===== config.mk =====
export PLATFORM = sky130hd
export DESIGN_NAME = adc_parallel_readout_offset
export DESIGN_NICKNAME = d
export VERILOG_FILES = /design/src/verilog/adc_port_pkg.sv /design/src/verilog/adc_parallel_readout_offset.sv
export SDC_FILE = /design/constraint.sdc
export NUM_CORES = 1
export LEC_CHECK = 0
export BUFFER_PORTS_ARGS = -buffer_cell sky130_fd_sc_hd__clkbuf_2
export CORE_MARGIN = 4
export CORE_UTILIZATION = 25
export CTS_BUF_LIST = sky130_fd_sc_hd__clkbuf_8
export CTS_CLUSTER_DIAMETER = 60
export DETAILED_ROUTE_END_ITERATION = 12
export PLACE_DENSITY = 0.49
export SYNTH_ARGS = -nofsm -noshare
export SYNTH_HDL_FRONTEND = slang
export SYNTH_SLANG_ARGS = --single-unit
export TNS_END_PERCENT = 50

===== constraint.sdc =====
create_clock -name i_clk -period 9.2 [get_ports i_clk]
set_input_delay 0.92 -clock i_clk [delete_from_list [all_inputs] [get_ports i_clk]]
set_output_delay 0.92 -clock i_clk [all_outputs]
set_load 0.01 [all_outputs]

===== src/verilog/adc_port_pkg.sv =====
// constants and types shared by the converter host port
//
// Function
// - unclipped mode passes full 15-bit adjusted result
// - offset field is two's-complement signed
// - offset kept, replaced by later write
// - select pins: 01 immediate, 10 deferred
// - immediate: output loads as busy rises
// - deferred: output loads at next start fall
// - data lines driven only when select, read low
// - busy low through conversion, rises at end
// - stored offset added to raw result
// - saturation clamps output to 0 .. 0x3fff
// - saturation: top bit flags out-of-range input
package adc_port_pkg;

	// ----------------------------------------------------------------
	// widths and limits
	// ----------------------------------------------------------------
	localparam int          DATA_W        = 15;           // data bus lines
	localparam int          OFFSET_W      = 12;           // offset field
	localparam int          FIFO_DEPTH    = 16;           // result buffer words
	localparam logic [15:0] CODE_MAX      = 16'h3fff;     // top nominal code
	localparam logic [11:0] OFFSET_RESET  = 12'h000;      // offset after reset
	localparam logic [14:0] RESULT_RESET  = 15'h0000;     // output after reset

	// ----------------------------------------------------------------
	// timing
	// ----------------------------------------------------------------
	localparam int CLK_PERIOD_NS = 8;                      // 125 MHz
	localparam int CONV_TIME_NS  = 300;                    // conversion time
	localparam int CONV_CYCLES   = (CONV_TIME_NS + CLK_PERIOD_NS - 1) / CLK_PERIOD_NS;

	// ----------------------------------------------------------------
	// select pin encodings {second, first}
	// ----------------------------------------------------------------
	localparam logic [1:0] MODE_IMMEDIATE = 2'h1;          // update at busy rise
	localparam logic [1:0] MODE_DEFERRED  = 2'h2;          // update at next start

	// conversion sequencer states, gray along the path
	typedef enum logic [1:0] {
		ST_IDLE    = 2'h0,
		ST_CONVERT = 2'h1,
		ST_PUSH    = 2'h3,
		ST_SETTLE  = 2'h2
	} conv_state_e;

	// one finished conversion word as it sits on the bus
	typedef struct packed {
		logic        overrange_bit;                        // top line
		logic [13:0] code;                                 // result code
	} result_s;

endpackage


===== src/verilog/adc_parallel_readout_offset.sv =====
// converter host port: conversion sequencing, offset, result buffer, bus
//
// ----------------------------------------------------------------------
// result buffer
// ----------------------------------------------------------------------
module result_fifo #(
	parameter int WIDTH = 15,
	parameter int DEPTH = 16
) (
	// clock and reset
	input  wire logic             i_clk,
	input  wire logic             i_nrst,
	// fill side
	input  wire logic             i_in_valid,
	input  wire logic [WIDTH-1:0] i_in_data,
	output      logic             o_in_ready,
	// drain side
	output      logic             o_out_valid,
	output      logic [WIDTH-1:0] o_out_data,
	input  wire logic             i_out_ready
);
	localparam int AW = $clog2(DEPTH);

	logic [WIDTH-1:0] mem [DEPTH];                         // storage words
	logic [AW:0]      wr_ptr;                              // write pointer, wrap bit on top
	logic [AW:0]      rd_ptr;                              // read pointer, wrap bit on top
	wire              full  = (wr_ptr[AW] != rd_ptr[AW]) && (wr_ptr[AW-1:0] == rd_ptr[AW-1:0]);
	wire              empty = (wr_ptr == rd_ptr);
	wire              push  = i_in_valid && !full;
	wire              pop   = i_out_ready && !empty;

	assign o_in_ready  = !full;
	assign o_out_valid = !empty;
	assign o_out_data  = mem[rd_ptr[AW-1:0]];

	// pointers
	always_ff @(posedge i_clk) begin
		if (!i_nrst) begin
			wr_ptr <= '0;
			rd_ptr <= '0;
		end else begin
			if (push) begin
				wr_ptr <= wr_ptr + 1'b1;
			end
			if (pop) begin
				rd_ptr <= rd_ptr + 1'b1;
			end
		end
	end

	// storage write
	always_ff @(posedge i_clk) begin
		if (push) begin
			mem[wr_ptr[AW-1:0]] <= i_in_data;
		end
	end
endmodule

// ----------------------------------------------------------------------
// top level
// ----------------------------------------------------------------------
module adc_parallel_readout_offset #(
	parameter int CONV_CYCLES = adc_port_pkg::CONV_CYCLES,
	parameter int FIFO_DEPTH  = adc_port_pkg::FIFO_DEPTH
) (
	// clock and reset
	input  wire logic        i_clk,
	input  wire logic        i_nrst,
	// conversion control pins
	input  wire logic        i_convert_start_n,
	output      logic        o_busy_n,
	// configuration pins
	input  wire logic [1:0]  i_mode_sel,
	input  wire logic        i_saturate_enable,
	// parallel bus pins
	input  wire logic        i_cs_n,
	input  wire logic        i_rd_n,
	input  wire logic        i_wr_n,
	input  wire logic [14:0] i_data,
	output      logic [14:0] o_data,
	output      logic        o_data_oe,
	// converter core
	input  wire logic [14:0] i_raw_approx_result,
	output      logic        o_sample_hold
);
	// ------------------------------------------------------------------
	// pin synchronisers
	// ------------------------------------------------------------------
	logic [1:0]  start_sync;                               // start pin stages
	logic [1:0]  cs_sync;                                  // select stages
	logic [1:0]  rd_sync;                                  // read stages
	logic [1:0]  wr_sync;                                  // write stages
	logic [1:0]  sat_sync;                                 // saturation stages
	logic [1:0]  mode_a;                                   // select pins first stage
	logic [1:0]  mode_q;                                   // select pins second stage
	logic [14:0] din_a;                                    // data bus first stage
	logic [14:0] din_q;                                    // data bus second stage
	logic        start_d;                                  // start, one cycle older
	logic        wr_d;                                     // write, one cycle older

	// two flops per pin, then one delay stage for edge finding
	always_ff @(posedge i_clk) begin
		start_sync <= {start_sync[0], i_convert_start_n};
		cs_sync    <= {cs_sync[0], i_cs_n};
		rd_sync    <= {rd_sync[0], i_rd_n};
		wr_sync    <= {wr_sync[0], i_wr_n};
		sat_sync   <= {sat_sync[0], i_saturate_enable};
		mode_a     <= i_mode_sel;
		mode_q     <= mode_a;
		din_a      <= i_data;
		din_q      <= din_a;
		start_d    <= start_sync[1];
		wr_d       <= wr_sync[1];
	end

	// edge and level decode
	wire start_fall = start_d && !start_sync[1];           // new conversion
	wire wr_rise    = !wr_d && wr_sync[1];                 // end of write strobe
	wire cs_low     = !cs_sync[1];
	wire rd_low     = !rd_sync[1];
	wire sat_on     = sat_sync[1];
	wire mode_def   = (mode_q == adc_port_pkg::MODE_DEFERRED);
	// unused select patterns fall back to immediate update
	wire mode_imm   = !mode_def;

	// ------------------------------------------------------------------
	// offset register
	// ------------------------------------------------------------------
	logic [11:0] offset_adjust;                            // signed offset field
	wire         offset_wr = wr_rise && cs_low;

	// latched until the next write, reset only by i_nrst
	always_ff @(posedge i_clk) begin
		if (!i_nrst) begin
			offset_adjust <= adc_port_pkg::OFFSET_RESET;
		end else if (offset_wr) begin
			offset_adjust <= din_q[11:0];
		end
	end

	// ------------------------------------------------------------------
	// offset arithmetic
	// ------------------------------------------------------------------
	logic [14:0] raw_latched;                              // held sample of the core
	wire  [15:0] raw_ext = {raw_latched[14], raw_latched};
	wire  [15:0] off_ext = {{4{offset_adjust[11]}}, offset_adjust};
	wire  [15:0] sum     = raw_ext + off_ext;
	wire         sum_neg = sum[15];
	wire         sum_big = !sum_neg && (sum > adc_port_pkg::CODE_MAX);
	wire         raw_out = raw_ext[15] || (raw_ext > adc_port_pkg::CODE_MAX);
	wire  [13:0] saturate_enable_code = sum_neg ? 14'h0000 :
	                         sum_big ? 14'h3fff : sum[13:0];
	adc_port_pkg::result_s adj;                            // value to buffer

	// clamp with flag, or full two's complement pass-through
	assign adj = sat_on ? adc_port_pkg::result_s'({raw_out, saturate_enable_code})
	                    : adc_port_pkg::result_s'(sum[14:0]);

	// ------------------------------------------------------------------
	// conversion sequencer
	// ------------------------------------------------------------------
	localparam int CW = $clog2(CONV_CYCLES + 1);
	adc_port_pkg::conv_state_e state;                      // current state
	adc_port_pkg::conv_state_e next_state;                 // next state
	logic [CW-1:0] conv_cnt;                               // cycles left in conversion
	logic          fifo_in_ready;                          // buffer can take a word
	wire           conv_done = (conv_cnt == CW'(1));
	wire           push      = (state == adc_port_pkg::ST_PUSH);

	// next state
	always_comb begin
		next_state = state;
		case (state)
			adc_port_pkg::ST_IDLE: begin
				if (start_fall) begin
					next_state = adc_port_pkg::ST_CONVERT;
				end
			end
			adc_port_pkg::ST_CONVERT: begin
				if (conv_done) begin
					next_state = adc_port_pkg::ST_PUSH;
				end
			end
			adc_port_pkg::ST_PUSH: begin
				// a full buffer stalls the conversion end
				if (fifo_in_ready) begin
					next_state = adc_port_pkg::ST_SETTLE;
				end
			end
			adc_port_pkg::ST_SETTLE: begin
				next_state = adc_port_pkg::ST_IDLE;
			end
			default: begin
				next_state = adc_port_pkg::ST_IDLE;
			end
		endcase
	end

	// state, counter, sample latch and busy
	always_ff @(posedge i_clk) begin
		if (!i_nrst) begin
			state       <= adc_port_pkg::ST_IDLE;
			conv_cnt    <= '0;
			raw_latched <= '0;
			o_busy_n    <= 1'b1;
		end else begin
			state <= next_state;
			if (state == adc_port_pkg::ST_IDLE && start_fall) begin
				conv_cnt <= CW'(CONV_CYCLES);
				o_busy_n <= 1'b0;
			end else if (conv_cnt != '0) begin
				conv_cnt <= conv_cnt - 1'b1;
			end
			if (state == adc_port_pkg::ST_CONVERT && conv_done) begin
				raw_latched <= i_raw_approx_result;
			end
			if (state == adc_port_pkg::ST_SETTLE) begin
				o_busy_n <= 1'b1;
			end
		end
	end

	assign o_sample_hold = (state == adc_port_pkg::ST_CONVERT);

	// ------------------------------------------------------------------
	// result buffer and output register
	// ------------------------------------------------------------------
	logic                  fifo_out_valid;                 // word waiting
	logic [14:0]           fifo_out_data;                  // oldest word
	logic [14:0]           out_reg;                        // output register
	// immediate pops as soon as a word lands, deferred on the start fall
	wire                   pop = fifo_out_valid && (mode_imm || start_fall);

	result_fifo #(
		.WIDTH (15),
		.DEPTH (FIFO_DEPTH)
	) u_fifo (
		.i_clk       (i_clk),
		.i_nrst      (i_nrst),
		.i_in_valid  (push),
		.i_in_data   (adj),
		.o_in_ready  (fifo_in_ready),
		.o_out_valid (fifo_out_valid),
		.o_out_data  (fifo_out_data),
		.i_out_ready (pop)
	);

	// output register load
	always_ff @(posedge i_clk) begin
		if (!i_nrst) begin
			out_reg <= adc_port_pkg::RESULT_RESET;
		end else if (pop) begin
			out_reg <= fifo_out_data;
		end
	end

	// ------------------------------------------------------------------
	// data bus drive
	// ------------------------------------------------------------------
	assign o_data    = out_reg;
	assign o_data_oe = cs_low && rd_low;
endmodule


; Word-level counts from Yosys, hierarchy flattened
; Memory sizes are Yosys's and may differ from the RTL's. A register that Yosys moved wholly into a read port is not among the register bits.
; Cells that the tools add are included.
[classes]
magnitude_cmp = 2
n_bitwise = 1
n_eq_ne = 11
add_sub_neg = 4
muxes = 11
reduce_logical = 28
[ops]
columns = op, count
row1 = $gt 16x14->1 const B, 2
row2 = $mux 14, 2
row3 = $add 15x12->16, 1
row4 = $mux 15, 1
row5 = $mux 6, 2
row6 = $logic_and 1x1->1, 11
row7 = $add 5x1->5 const B, 2
row8 = $logic_not 1->1, 9
row9 = $pmux 2 s4, 1
row10 = $eq 2x2->1 const B, 3
row11 = $eq 6x1->1 const B, 1
row12 = $mux 2, 3
row13 = $reduce_bool 6->1, 1
row14 = $sub 6x1->6 const B, 1
row15 = $eq 5x5->1, 1
row16 = $eq 4x4->1, 1
row17 = $ne 2x2->1 const B, 2
row18 = $reduce_or 2->1, 2
row19 = $reduce_and 3->1, 1
row20 = $eq 2x1->1 const B, 1
row21 = $logic_not 2->1, 1
row22 = $logic_or 1x1->1, 2
row23 = $mux 1, 2
row24 = $ne 2x1->1 const B, 1
row25 = other kinds (3), 3
[totals]
mem_bits_rw = 240
n_memories = 1
in_bits = 39
elab_cells = 77
output_inout_bits = 18
register_bits = 86
[mem_list]
columns = memory, words, word_bits, read_ports, rd_clocked_by_memory_dff, wr, line
row1 = u_fifo.mem, 16, 15, 1, 1, 1, adc_parallel_readout_offset.sv:24  ; logic [WIDTH-1:0] mem [DEPTH];

; Logic depth before layout (Yosys ltp)
; Gate-level depths: netlist (run 1).
[depth]
word_depth = 6
ltp_mapped = 9
mapped_depth_nobuf = 8

; Hierarchy
; A second synthesis (run 1) with hierarchy kept.
[hier_totals]
cells_unflattened = 811
hier_area_um2 = 13905.8
[modules_own_cells]
columns = module, seq_area_each_um2, cells_each, n_inst, area_per_inst_um2
row1 = result_fifo, 7487.2, 440, 1, 10113.4
row2 = adc_parallel_readout_offset, 1821.7, 371, 1, 3792.4

; Worst setup path before layout (run 1)
; No wires, ideal clock.
[synth_timing]
path_kind = register to register
startpoint = register offset_adjust[0]
endpoint = memory u_fifo.mem[0][5] (data pin)
path_stages_with_launch = 9
t_arrival_ps = 3050
path_buffers = 0
path_slack_ps = 5810
required_ps = 8860
synth_period_minus_slack_ps = 3390
setup_time_ps = 340
cell_sequence = dfxtp_1 -> ha_1 -> fa_1 -> a211oi_2 -> o21ai_1 -> a41o_1 -> a311oi_2 -> mux2_4 -> a211oi_1
[synth_rtl]
columns = item, line
row1 = from (decl), adc_parallel_readout_offset.sv:129  ; logic [11:0] offset_adjust;
row2 = from (signal assigned), adc_parallel_readout_offset.sv:135  ; offset_adjust <= adc_port_pkg::OFFSET_RESET;
row3 = from (signal assigned), adc_parallel_readout_offset.sv:137  ; offset_adjust <= din_q[11:0];
row4 = to (decl), adc_parallel_readout_offset.sv:24

==> results of run 1 <==
[per-stage QoR]
| step | cell area, µm² | worst slack, ns | hold slack (ns) |
|---|---|---|---|
| detailed placement | 14500 | 5.21 | 0.312 |
| CTS | 15600 | 5.17 | 0.326 |
| finish | 15600 | 5.22 | 0.325 |
| global route | 15600 | 4.98 | 0.331 |
| floorplan | 13300 | 5.81 | 0.310 |
| global placement | 14500 | 5.34 | 0.311 |
[power by group]
group          switching, mW  internal, mW  total, mW
clock                  0.594         0.709       1.30
sequential            0.0478          1.70       1.75
combinational          0.162         0.162      0.324
[layout make-up]
class	count	area share (%)
clock inverter	41	1.58
tap	688	5.51
multi-input combinational	370	25.0
inverter	12	0.288
antenna	1	0.0160
timing repair buffer	79	2.95
clock buffer	63	5.55
sequential	341	59.1
[layer usage]
metal | vias to the layer above | GRT usage, % | share of wire (%)
met5 | - | 0 | 0
met4 | 0 | 3.43 | 1.9
met3 | 39 | 2.38 | 4.3
met2 | 126 | 17.7 | 49
met1 | 3541 | 13.7 | 45
li1 | 3147 | - | -
[worst register-to-register path, stage by stage (launching register included)]
cell	delay (ns)
dfxtp_1	0.31
ha_1	0.24
fa_1	0.44
a211oi_2	0.37
o21ai_1	0.16
a41o_1	0.30
a311oi_2	0.39
mux2_4	0.43
o22ai_1	0.94
[sequential cells by signal, indices dropped and copies added, names as in the netlist, 5 cells and up]
register / cells
u_fifo.wr_ptr: 5
raw_latched: 15
u_fifo.mem: 240
din_a: 12
o_data: 15
u_fifo.rd_ptr: 5
din_q: 12
offset_adjust: 12
conv_cnt: 6
[synth_stat cells (12+ instances only)]
cell,count
a21oi_1,24
ha_1,23
xnor2_1,13
xor2_1,14
inv_1,12
mux2i_1,43
mux4_2,75
edfxtp_1,240
nand2_1,18
clkbuf_1,14
buf_2,14
nor2_1,27
dfxtp_1,101
nor2b_1,50
[worst paths after layout]
check	startpoint	end	slack (ns)	cells after the start
worst max-delay path	offset_adjust[0]	u_fifo.mem[6][12]	5.22	8
worst min-delay path	din_a[7]	din_q[7]	0.33	0
worst max register to register	offset_adjust[0]	u_fifo.mem[6][12]	5.22	8
worst min register to register	din_a[7]	din_q[7]	0.33	0
[kinds of logic (layout without fill, tap and decap cells)]
kind of cell	after synthesis	count (layout)	share of synthesized area (%)
compound gates	66	66	3.24
flops	341	341	69.6
fa+ha+maj	24	24	2.32
other cells	0	1	0
mux	119	119	16.1
simple gates	134	134	5.53
buf+inv	44	195	1.47
xor+xnor	27	27	1.78
==> flow_summary.toml, run 1 <==
[status]
outcome = "completed"

[place]
dp.cells = 1490
place_hpwl_um = 17600
place_congestion = 0.747
port_buffers = 53

[synthesis]
synth.avg_cell_area_um2 = 17.6
synthesis.nets = 818
yosysSeqAreaShare_pct = 69.6
synthArstFlopShare_pct = 0
synth-edff-count = 240
synth.distinct_cells = 54
synth_top_area_share_pct = 54.3
synth.cell_area_um2 = 13300
syn_inst = 755
yosys_warnings = 0
synth_area_leaders = "edfxtp_1 (54%), dfxtp_1 (15%), mux4_2 (13%), mux2i_1 (3.2%), nor2b_1 (2.4%)"
synth_top_area_cell = "edfxtp_1"
ys_ff_latch = 341
synthFlopType = "edfxtp_1"

[route]
vias = 6853
vias_per_cell = 4.30
wl_per_cell_um = 18.7
drc_errors = 0
first_pass_iters = 4
wl_um = 29800
antenna_left = 0
drtIter0Drc = 472

[grt]
antenna_found_initial = 1
grt_overflow_total = 0
grt_pass1_vias = 7249
grt_pass1_wl_um = 45300
grt_use_total_pct = 10.6
grt_max_degree = 61

[floorplanning]
dieArea_um2 = 56800
core_area_um2 = 52600
start_util_pct = 25.2
die_y_um = 238
io_pins = 57
die_x_um = 238
num_rows = 84

[cts]
cts_made_buffers = 56
ctsRootBufferMaster = "clkbuf_8"
ctsResizeCount = 0
htree_levels = 2
cts_tree = "built"
clockBufferDepth = 3
ctsHoldBuffers = 0
clk_latency_ns = 0.61
clock-sinks = 341
post_cts_buffers = 0
clk_pin_slew_ns = 0.06

[critical_path]
start_kind = "register"
crit_buf_inv = 0
cp_max_fo = 16
crit_family = "compound AO/OA/AOI/OAI gates"
end_kind = "register"
critPathKind = "reg2reg"
arrival_ns = 4.21
critPathRequiredTime_ns = 9.43
crit_chain = "ha_1 > fa_1 > a211oi_2 > o21ai_1 > a41o_1 > a311oi_2 > mux2_4 > o22ai_1"
slowest_delay_ns = 0.94
cp_slowest_cell = "o22ai_1"

[sta]
clock_skew_ns = 0.0181
min_period_ns = 3.98
tightest_slew_ns = 1.23
finalSetupTns_ns = 0
fin_crit_sh_pct = 43.2
final_hold_viol_count = 0
setup_violations = 0
max_slew_margin_pct = 18.1
fmax_mhz = 252
drv_slew = 0
grt_setup_unrepaired = "no"

[layout]
drive_gt1_share_pct = 28.0
fillers = 5185
final_cells = 1595
multi_input_area_um2 = 3910
area_delta_synth_final_pct = 17.7
nNetsFinal = 923
regArea_um2 = 9230
layout_commonest_cell = "edfxtp_1"
fin_util_pct = 29.7
final_cell_mix = "edfxtp_1 (240), dfxtp_1 (99), mux4_2 (75)"

[hold_path]
hp-class = "reg2reg"

[pwr]
p_leak_nw = 5.40
powerDensity_nw_per_um2 = 216
power_mw = 3.37
ir_drop_mv = 0.0802

[job]
drv_cap = 0
Note: power is estimated with default switching activity, not from simulation.
==> run 2, diff against run 1 <==
--- a/config.mk
+++ b/config.mk
@@ -11,7 +11,7 @@
 export CTS_BUF_LIST = sky130_fd_sc_hd__clkbuf_8
 export CTS_CLUSTER_DIAMETER = 60
 export DETAILED_ROUTE_END_ITERATION = 12
-export PLACE_DENSITY = 0.49
+export PLACE_DENSITY = 0.5
 export SYNTH_ARGS = -nofsm -noshare
 export SYNTH_HDL_FRONTEND = slang
 export SYNTH_SLANG_ARGS = --single-unit
==> constraint.sdc (replaced) <==
create_clock -name i_clk -period 3.2 [get_ports i_clk]
set_input_delay 0.32 -clock i_clk [delete_from_list [all_inputs] [get_ports i_clk]]
set_output_delay 0.32 -clock i_clk [all_outputs]
set_load 0.01 [all_outputs]
==> run 2 against run 1 <==
Net effect:
- first-iteration DRC count fell by 22%
- largest cell class unchanged
- non-clock buffer count rose by 63
- clock power rose to 3.2 times the previous value
- final area rose by 5.4%
- critical path depth up 2
- total power grew to 3.0 times the previous value
- combinational power rose to 3.3 times the previous value
- cell count grew 4.6%
- maximum frequency rose by 28%
- flip-flop and latch count stayed put
- utilization rose by 1.6 points
- register-to-register slack got worse by 5.1 ns
==> flow_summary.toml, run 2 (synthesized netlist as in run 1, its figures left out) <==
[status]
outcome = "completed"

[layout]
final_cell_mix = "edfxtp_1 (240), dfxtp_1 (99), mux4_2 (75)"
finalInstanceArea_um2 = 16500
layout_commonest_cell = "edfxtp_1"
drive_gt1_share_pct = 30.3
fin_util_pct = 31.3
area_delta_synth_final_pct = 24.1
nNetsFinal = 990
final_cells = 1668
largest_reg_flops = 240
fillers = 5173

[sta]
fmax_mhz = 322
drv_slew = 0
final_hold_viol_count = 0
finalSetupTns_ns = 0
min_period_ns = 3.10
setup_violations = 0
fin_crit_sh_pct = 96.9
tightest_slew_ns = 0.754
clock_skew_ns = 0.0251
max_slew_margin_pct = 49.7
timing.final.ws_setup_ns = 0.0991
holdWs_ns = 0.325

[place]
port_buffers = 53
postPlaceCellArea_um2 = 14700
place_congestion = 0.751
place_hpwl_um = 18000
pre_cts_slack_ns = 0.0831
dp.cells = 1512

[cts]
clk_latency_ns = 0.63
htree_levels = 2
ctsRootBufferMaster = "clkbuf_8"
clk_pin_slew_ns = 0.06
cts_tree = "built"
clock-sinks = 341
clockBufferDepth = 3
cts_made_buffers = 59

[grt]
grt_max_degree = 64
antenna_found_initial = 1
grt_pass1_wl_um = 47200
grt_pass1_vias = 7559
grt_overflow_total = 0
grt_use_total_pct = 11.1

[route]
antenna_left = 0
vias = 7148
wl_per_cell_um = 18.9
drc_errors = 0
wl_met3_um = 1660
drtIter0Drc = 366
routed-wl-met2_um = 16100
first_pass_iters = 4
vias_per_cell = 4.29
highest_layer = "met4"
wl_um = 31600
met1_length_um = 12900

[floorplanning]
core_area_um2 = 52600
start_util_pct = 25.2
dieArea_um2 = 56800
num_rows = 84
die_y_um = 238
die_x_um = 238
io_pins = 57

[critical_path]
cp_max_fo = 8
r2r_cells = 10
critPathKind = "reg2reg"
start_kind = "register"
arrival_ns = 3.59
end_kind = "register"
critPathRequiredTime_ns = 3.69

[pwr]
power_mw = 10.3
ir_drop_mv = 0.239
powerDensity_nw_per_um2 = 624
p_leak_nw = 5.78

[job]
drv_cap = 0

[hold_path]
holdPathStages = 0
hp-class = "reg2reg"
## run 2: cell count changes in the layout (fill, tap and decap cells not counted), sizes merged, moves of 3 or more
cell | before | now
inv | 31 | 24
clkinv | 17 | 22
dlygate4sd3 | 0 | 34
clkbuf | 116 | 121
buf | 26 | 54
bufinv | 3 | 6
## run 2: cell type report
| cell class | instances | area [µm²] | share of cell area (%) |
|---|---|---|---|
| flip-flops and latches | 341 | 9230 | 56.1 |
| inverters | 12 | 45.0 | 0.274 |
| clock buffers | 68 | 936 | 5.69 |
| well taps | 688 | 861 | 5.23 |
| diodes | 2 | 5.00 | 0.0304 |
| repair buffers | 142 | 1070 | 6.50 |
| clock inverters | 44 | 353 | 2.14 |
| multi-input cells | 371 | 3960 | 24.0 |
## run 2: path summary, 6_finish.rpt
path                 endpoint              from  slack [ns]
max reg2reg  u_fifo.mem[5][5]  offset_adjust[0]         0.1
min reg2reg          din_q[9]          din_a[9]        0.33
max          u_fifo.mem[5][5]  offset_adjust[0]         0.1
min                  din_q[9]          din_a[9]        0.33
## run 2: where the power goes
group	internal [mW]	switching [mW]
Clock	2.43	1.79
Combinational	0.548	0.533
Sequential	4.88	0.0902
## run 2: repair_timing
action	in CTS	in global routing
setup endpoints to repair	0	224
hold endpoints to repair	34	0
gates resized for setup	0	20
hold buffers	34	0
setup buffers	0	4
## run 2: worst max-delay path, stage by stage, from the launching register on
cell and delay (ns):
dfxtp_1 0.32, ha_2 0.21, fa_2 0.39, a211oi_4 0.26
o21ai_2 0.10, a41o_1 0.29, a311oi_4 0.30, buf_4 0.19
mux2_4 0.40, a211oi_4 0.33, buf_6 0.17
## run 2: metal layers
layer | global-route usage [%] | vias up
met5 | 0 | -
met4 | 4.45 | 0
met3 | 2.39 | 49
met1 | 13.5 | 3654
met2 | 19.2 | 147
li1 | - | 3298
==> run 3, diff against run 2 <==
--- a/config.mk
+++ b/config.mk
@@ -5,13 +5,15 @@
 export SDC_FILE = /design/constraint.sdc
 export NUM_CORES = 1
 export LEC_CHECK = 0
-export BUFFER_PORTS_ARGS = -buffer_cell sky130_fd_sc_hd__clkbuf_2
+export CELL_PAD_IN_SITES_DETAIL_PLACEMENT = 1
+export CELL_PAD_IN_SITES_GLOBAL_PLACEMENT = 2
 export CORE_MARGIN = 4
 export CORE_UTILIZATION = 25
 export CTS_BUF_LIST = sky130_fd_sc_hd__clkbuf_8
 export CTS_CLUSTER_DIAMETER = 60
 export DETAILED_ROUTE_END_ITERATION = 12
-export PLACE_DENSITY = 0.5
+export DONT_BUFFER_PORTS = 1
+export PLACE_DENSITY = 0.58
 export SYNTH_ARGS = -nofsm -noshare
 export SYNTH_HDL_FRONTEND = slang
 export SYNTH_SLANG_ARGS = --single-unit
==> constraint.sdc (replaced) <==
create_clock -name i_clk -period 3.2 [get_ports i_clk]
set_input_delay 0.48 -clock i_clk [delete_from_list [all_inputs] [get_ports i_clk]]
set_output_delay 0.48 -clock i_clk [all_outputs]
set_load 0.01 [all_outputs]
==> run 3 against run 2 <==
Net effect:
- utilization fell by 0.65 points
- wire length rose by 6.4%
- maximum frequency is 0.65% lower
- critical path type unchanged
==> flow_summary.toml, run 3 (synthesized netlist as in run 1, its figures left out) <==
[critical_path]
end_kind = "register"
critPathCapture = "u_fifo.mem[8][5]"
crit_start = "offset_adjust[0]"
cp_max_fo = 8
arrival_ns = 3.60
reg2reg_to = "u_fifo.mem[8][5]"
r2r_cells = 10
critPathRequiredTime_ns = 3.68
critPathKind = "reg2reg"
r2r_slack_ns = 0.08
start_kind = "register"
r2r-start = "offset_adjust[0]"

[layout]
largest_reg_flops = 240
diodes = 0
layout_commonest_cell = "edfxtp_1"
fillers = 5434
nNetsFinal = 940
final_cell_mix = "edfxtp_1 (240), dfxtp_1 (97), mux4_2 (75)"
area_delta_synth_final_pct = 21.5
drive_gt1_share_pct = 26.5
final_cells = 1614

[cts]
clockBufferDepth = 3
cts_tree = "built"
clock-sinks = 341
clk_latency_ns = 0.62
ctsRootBufferMaster = "clkbuf_8"
htree_levels = 2
cts_made_buffers = 57
clk_pin_slew_ns = 0.06

[route]
vias = 7053
drc_errors = 0
antenna_left = 0
highest_layer = "met4"
first_pass_iters = 6
met1_length_um = 14500
drtIter0Drc = 470
wl_per_cell_um = 20.8
vias_per_cell = 4.37
wl_um = 33600
routed-wl-met2_um = 16500
wl_met3_um = 1790

[grt]
grt_pass1_vias = 7789
grt_max_degree = 64
grt_pass1_wl_um = 50400
antenna_found_initial = 0
grt_use_total_pct = 11.9
grt_overflow_total = 0

[pwr]
intPower_mw = 7.45
powerDensity_nw_per_um2 = 612
combPwrFrac_pct = 10.8
p_seq_share_pct = 50.4
switching_share_pct = 24.4
ir_drop_mv = 0.303
pwr-share-clk_pct = 38.8
power_mw = 9.86
p_sw_mw = 2.41
p_leak_nw = 5.57

[sta]
final_hold_viol_count = 0
grt_setup_unrepaired = "yes"
clock_skew_ns = 0.0206
min_period_ns = 3.12
max_slew_margin_pct = 59.7
drv_slew = 0
setup_violations = 0
fin_crit_sh_pct = 97.5
fmax_mhz = 320
tightest_slew_ns = 0.603
finalSetupTns_ns = 0

[floorplanning]
core_area_um2 = 52600
num_rows = 84
die_y_um = 238
start_util_pct = 25.2
io_pins = 57
die_x_um = 238
dieArea_um2 = 56800

[place]
port_buffers = 0
place_hpwl_um = 19500
place_congestion = 0.729
dp.cells = 1461

[job]
drv_cap = 0

[status]
outcome = "completed"

[hold_path]
hp-class = "in2reg"
==> run 3: worst min path at each step <==
| stage | start | to | slack, ns | depth (start not counted) |
|---|---|---|---|---|
| 2_1_floorplan | cs_sync[0] | cs_sync[1] | 0.31 | 0 |
| 3_3_place_gp | rd_sync[0] | rd_sync[1] | 0.31 | 0 |
| 3_5_place_dp | start_sync[0] | start_sync[1] | 0.31 | 0 |
| 4_1_cts | i_nrst | o_busy_n | 0.14 | 2 |
| 5_1_grt | i_nrst | o_busy_n | 0.17 | 2 |
| 6_report | i_nrst | o_busy_n | 0.18 | 2 |
==> run 3: power groups by stage <==
stage | logic [mW] | clock network (mW) | registers [mW]
after detailed placement | 1.01 | 0 | 5.07
after global routing | 1.18 | 4.18 | 4.99
after CTS | 1.07 | 3.98 | 4.98
final | 1.06 | 3.83 | 4.97
after global placement | 0.995 | 0 | 5.07
after floorplan | 0.755 | 0 | 5.03
==> run 3: metrics by stage <==
step	hold WS (ns)	worst slack, ns	instance area [µm²]	utilization [%]
global route	0.169	-0.0221	16100	30.7
CTS	0.139	0.0103	16000	30.5
finish	0.184	0.0786	16100	30.7
floorplan	0.310	-0.00840	13300	-
detailed placement	0.314	-0.0424	14400	27.5
global placement	0.311	0.0650	14400	27.5
==> run 3: what timing repair did <==
action,in CTS,in global routing
pin swaps,2,6
cloned,2,3
buffers inserted,2,3
hold endpoints to repair,80,0
hold buffers,35,0
gates resized for setup,5,22
setup endpoints to repair,40,222
==> run 3: critical path, cell delays in order (launching register included) <==
cell and delay (ns):
dfxtp_2 0.34, ha_4 0.17, fa_2 0.38, a211oi_4 0.31, o21ai_2 0.11, a41o_1 0.29, a311oi_4 0.31, buf_4 0.17
mux2_4 0.39, a211oi_4 0.34, buf_6 0.17
==> run 3: cell type report <==
type	count	area, µm²	share of cell area, %
flip-flops and latches	341	9240	57.3
inverters	12	45.0	0.279
repair buffers	94	863	5.36
well taps	688	861	5.34
multi-input cells	371	3970	24.6
clock buffers	66	908	5.63
clock inverters	42	239	1.48
==> run 3: metal layers <==
layer  up-vias  track usage (%)
li1       3188                -
met1      3674             15.5
met2       132             19.9
met3        59             2.57
met4         0             4.19
met5         -                0
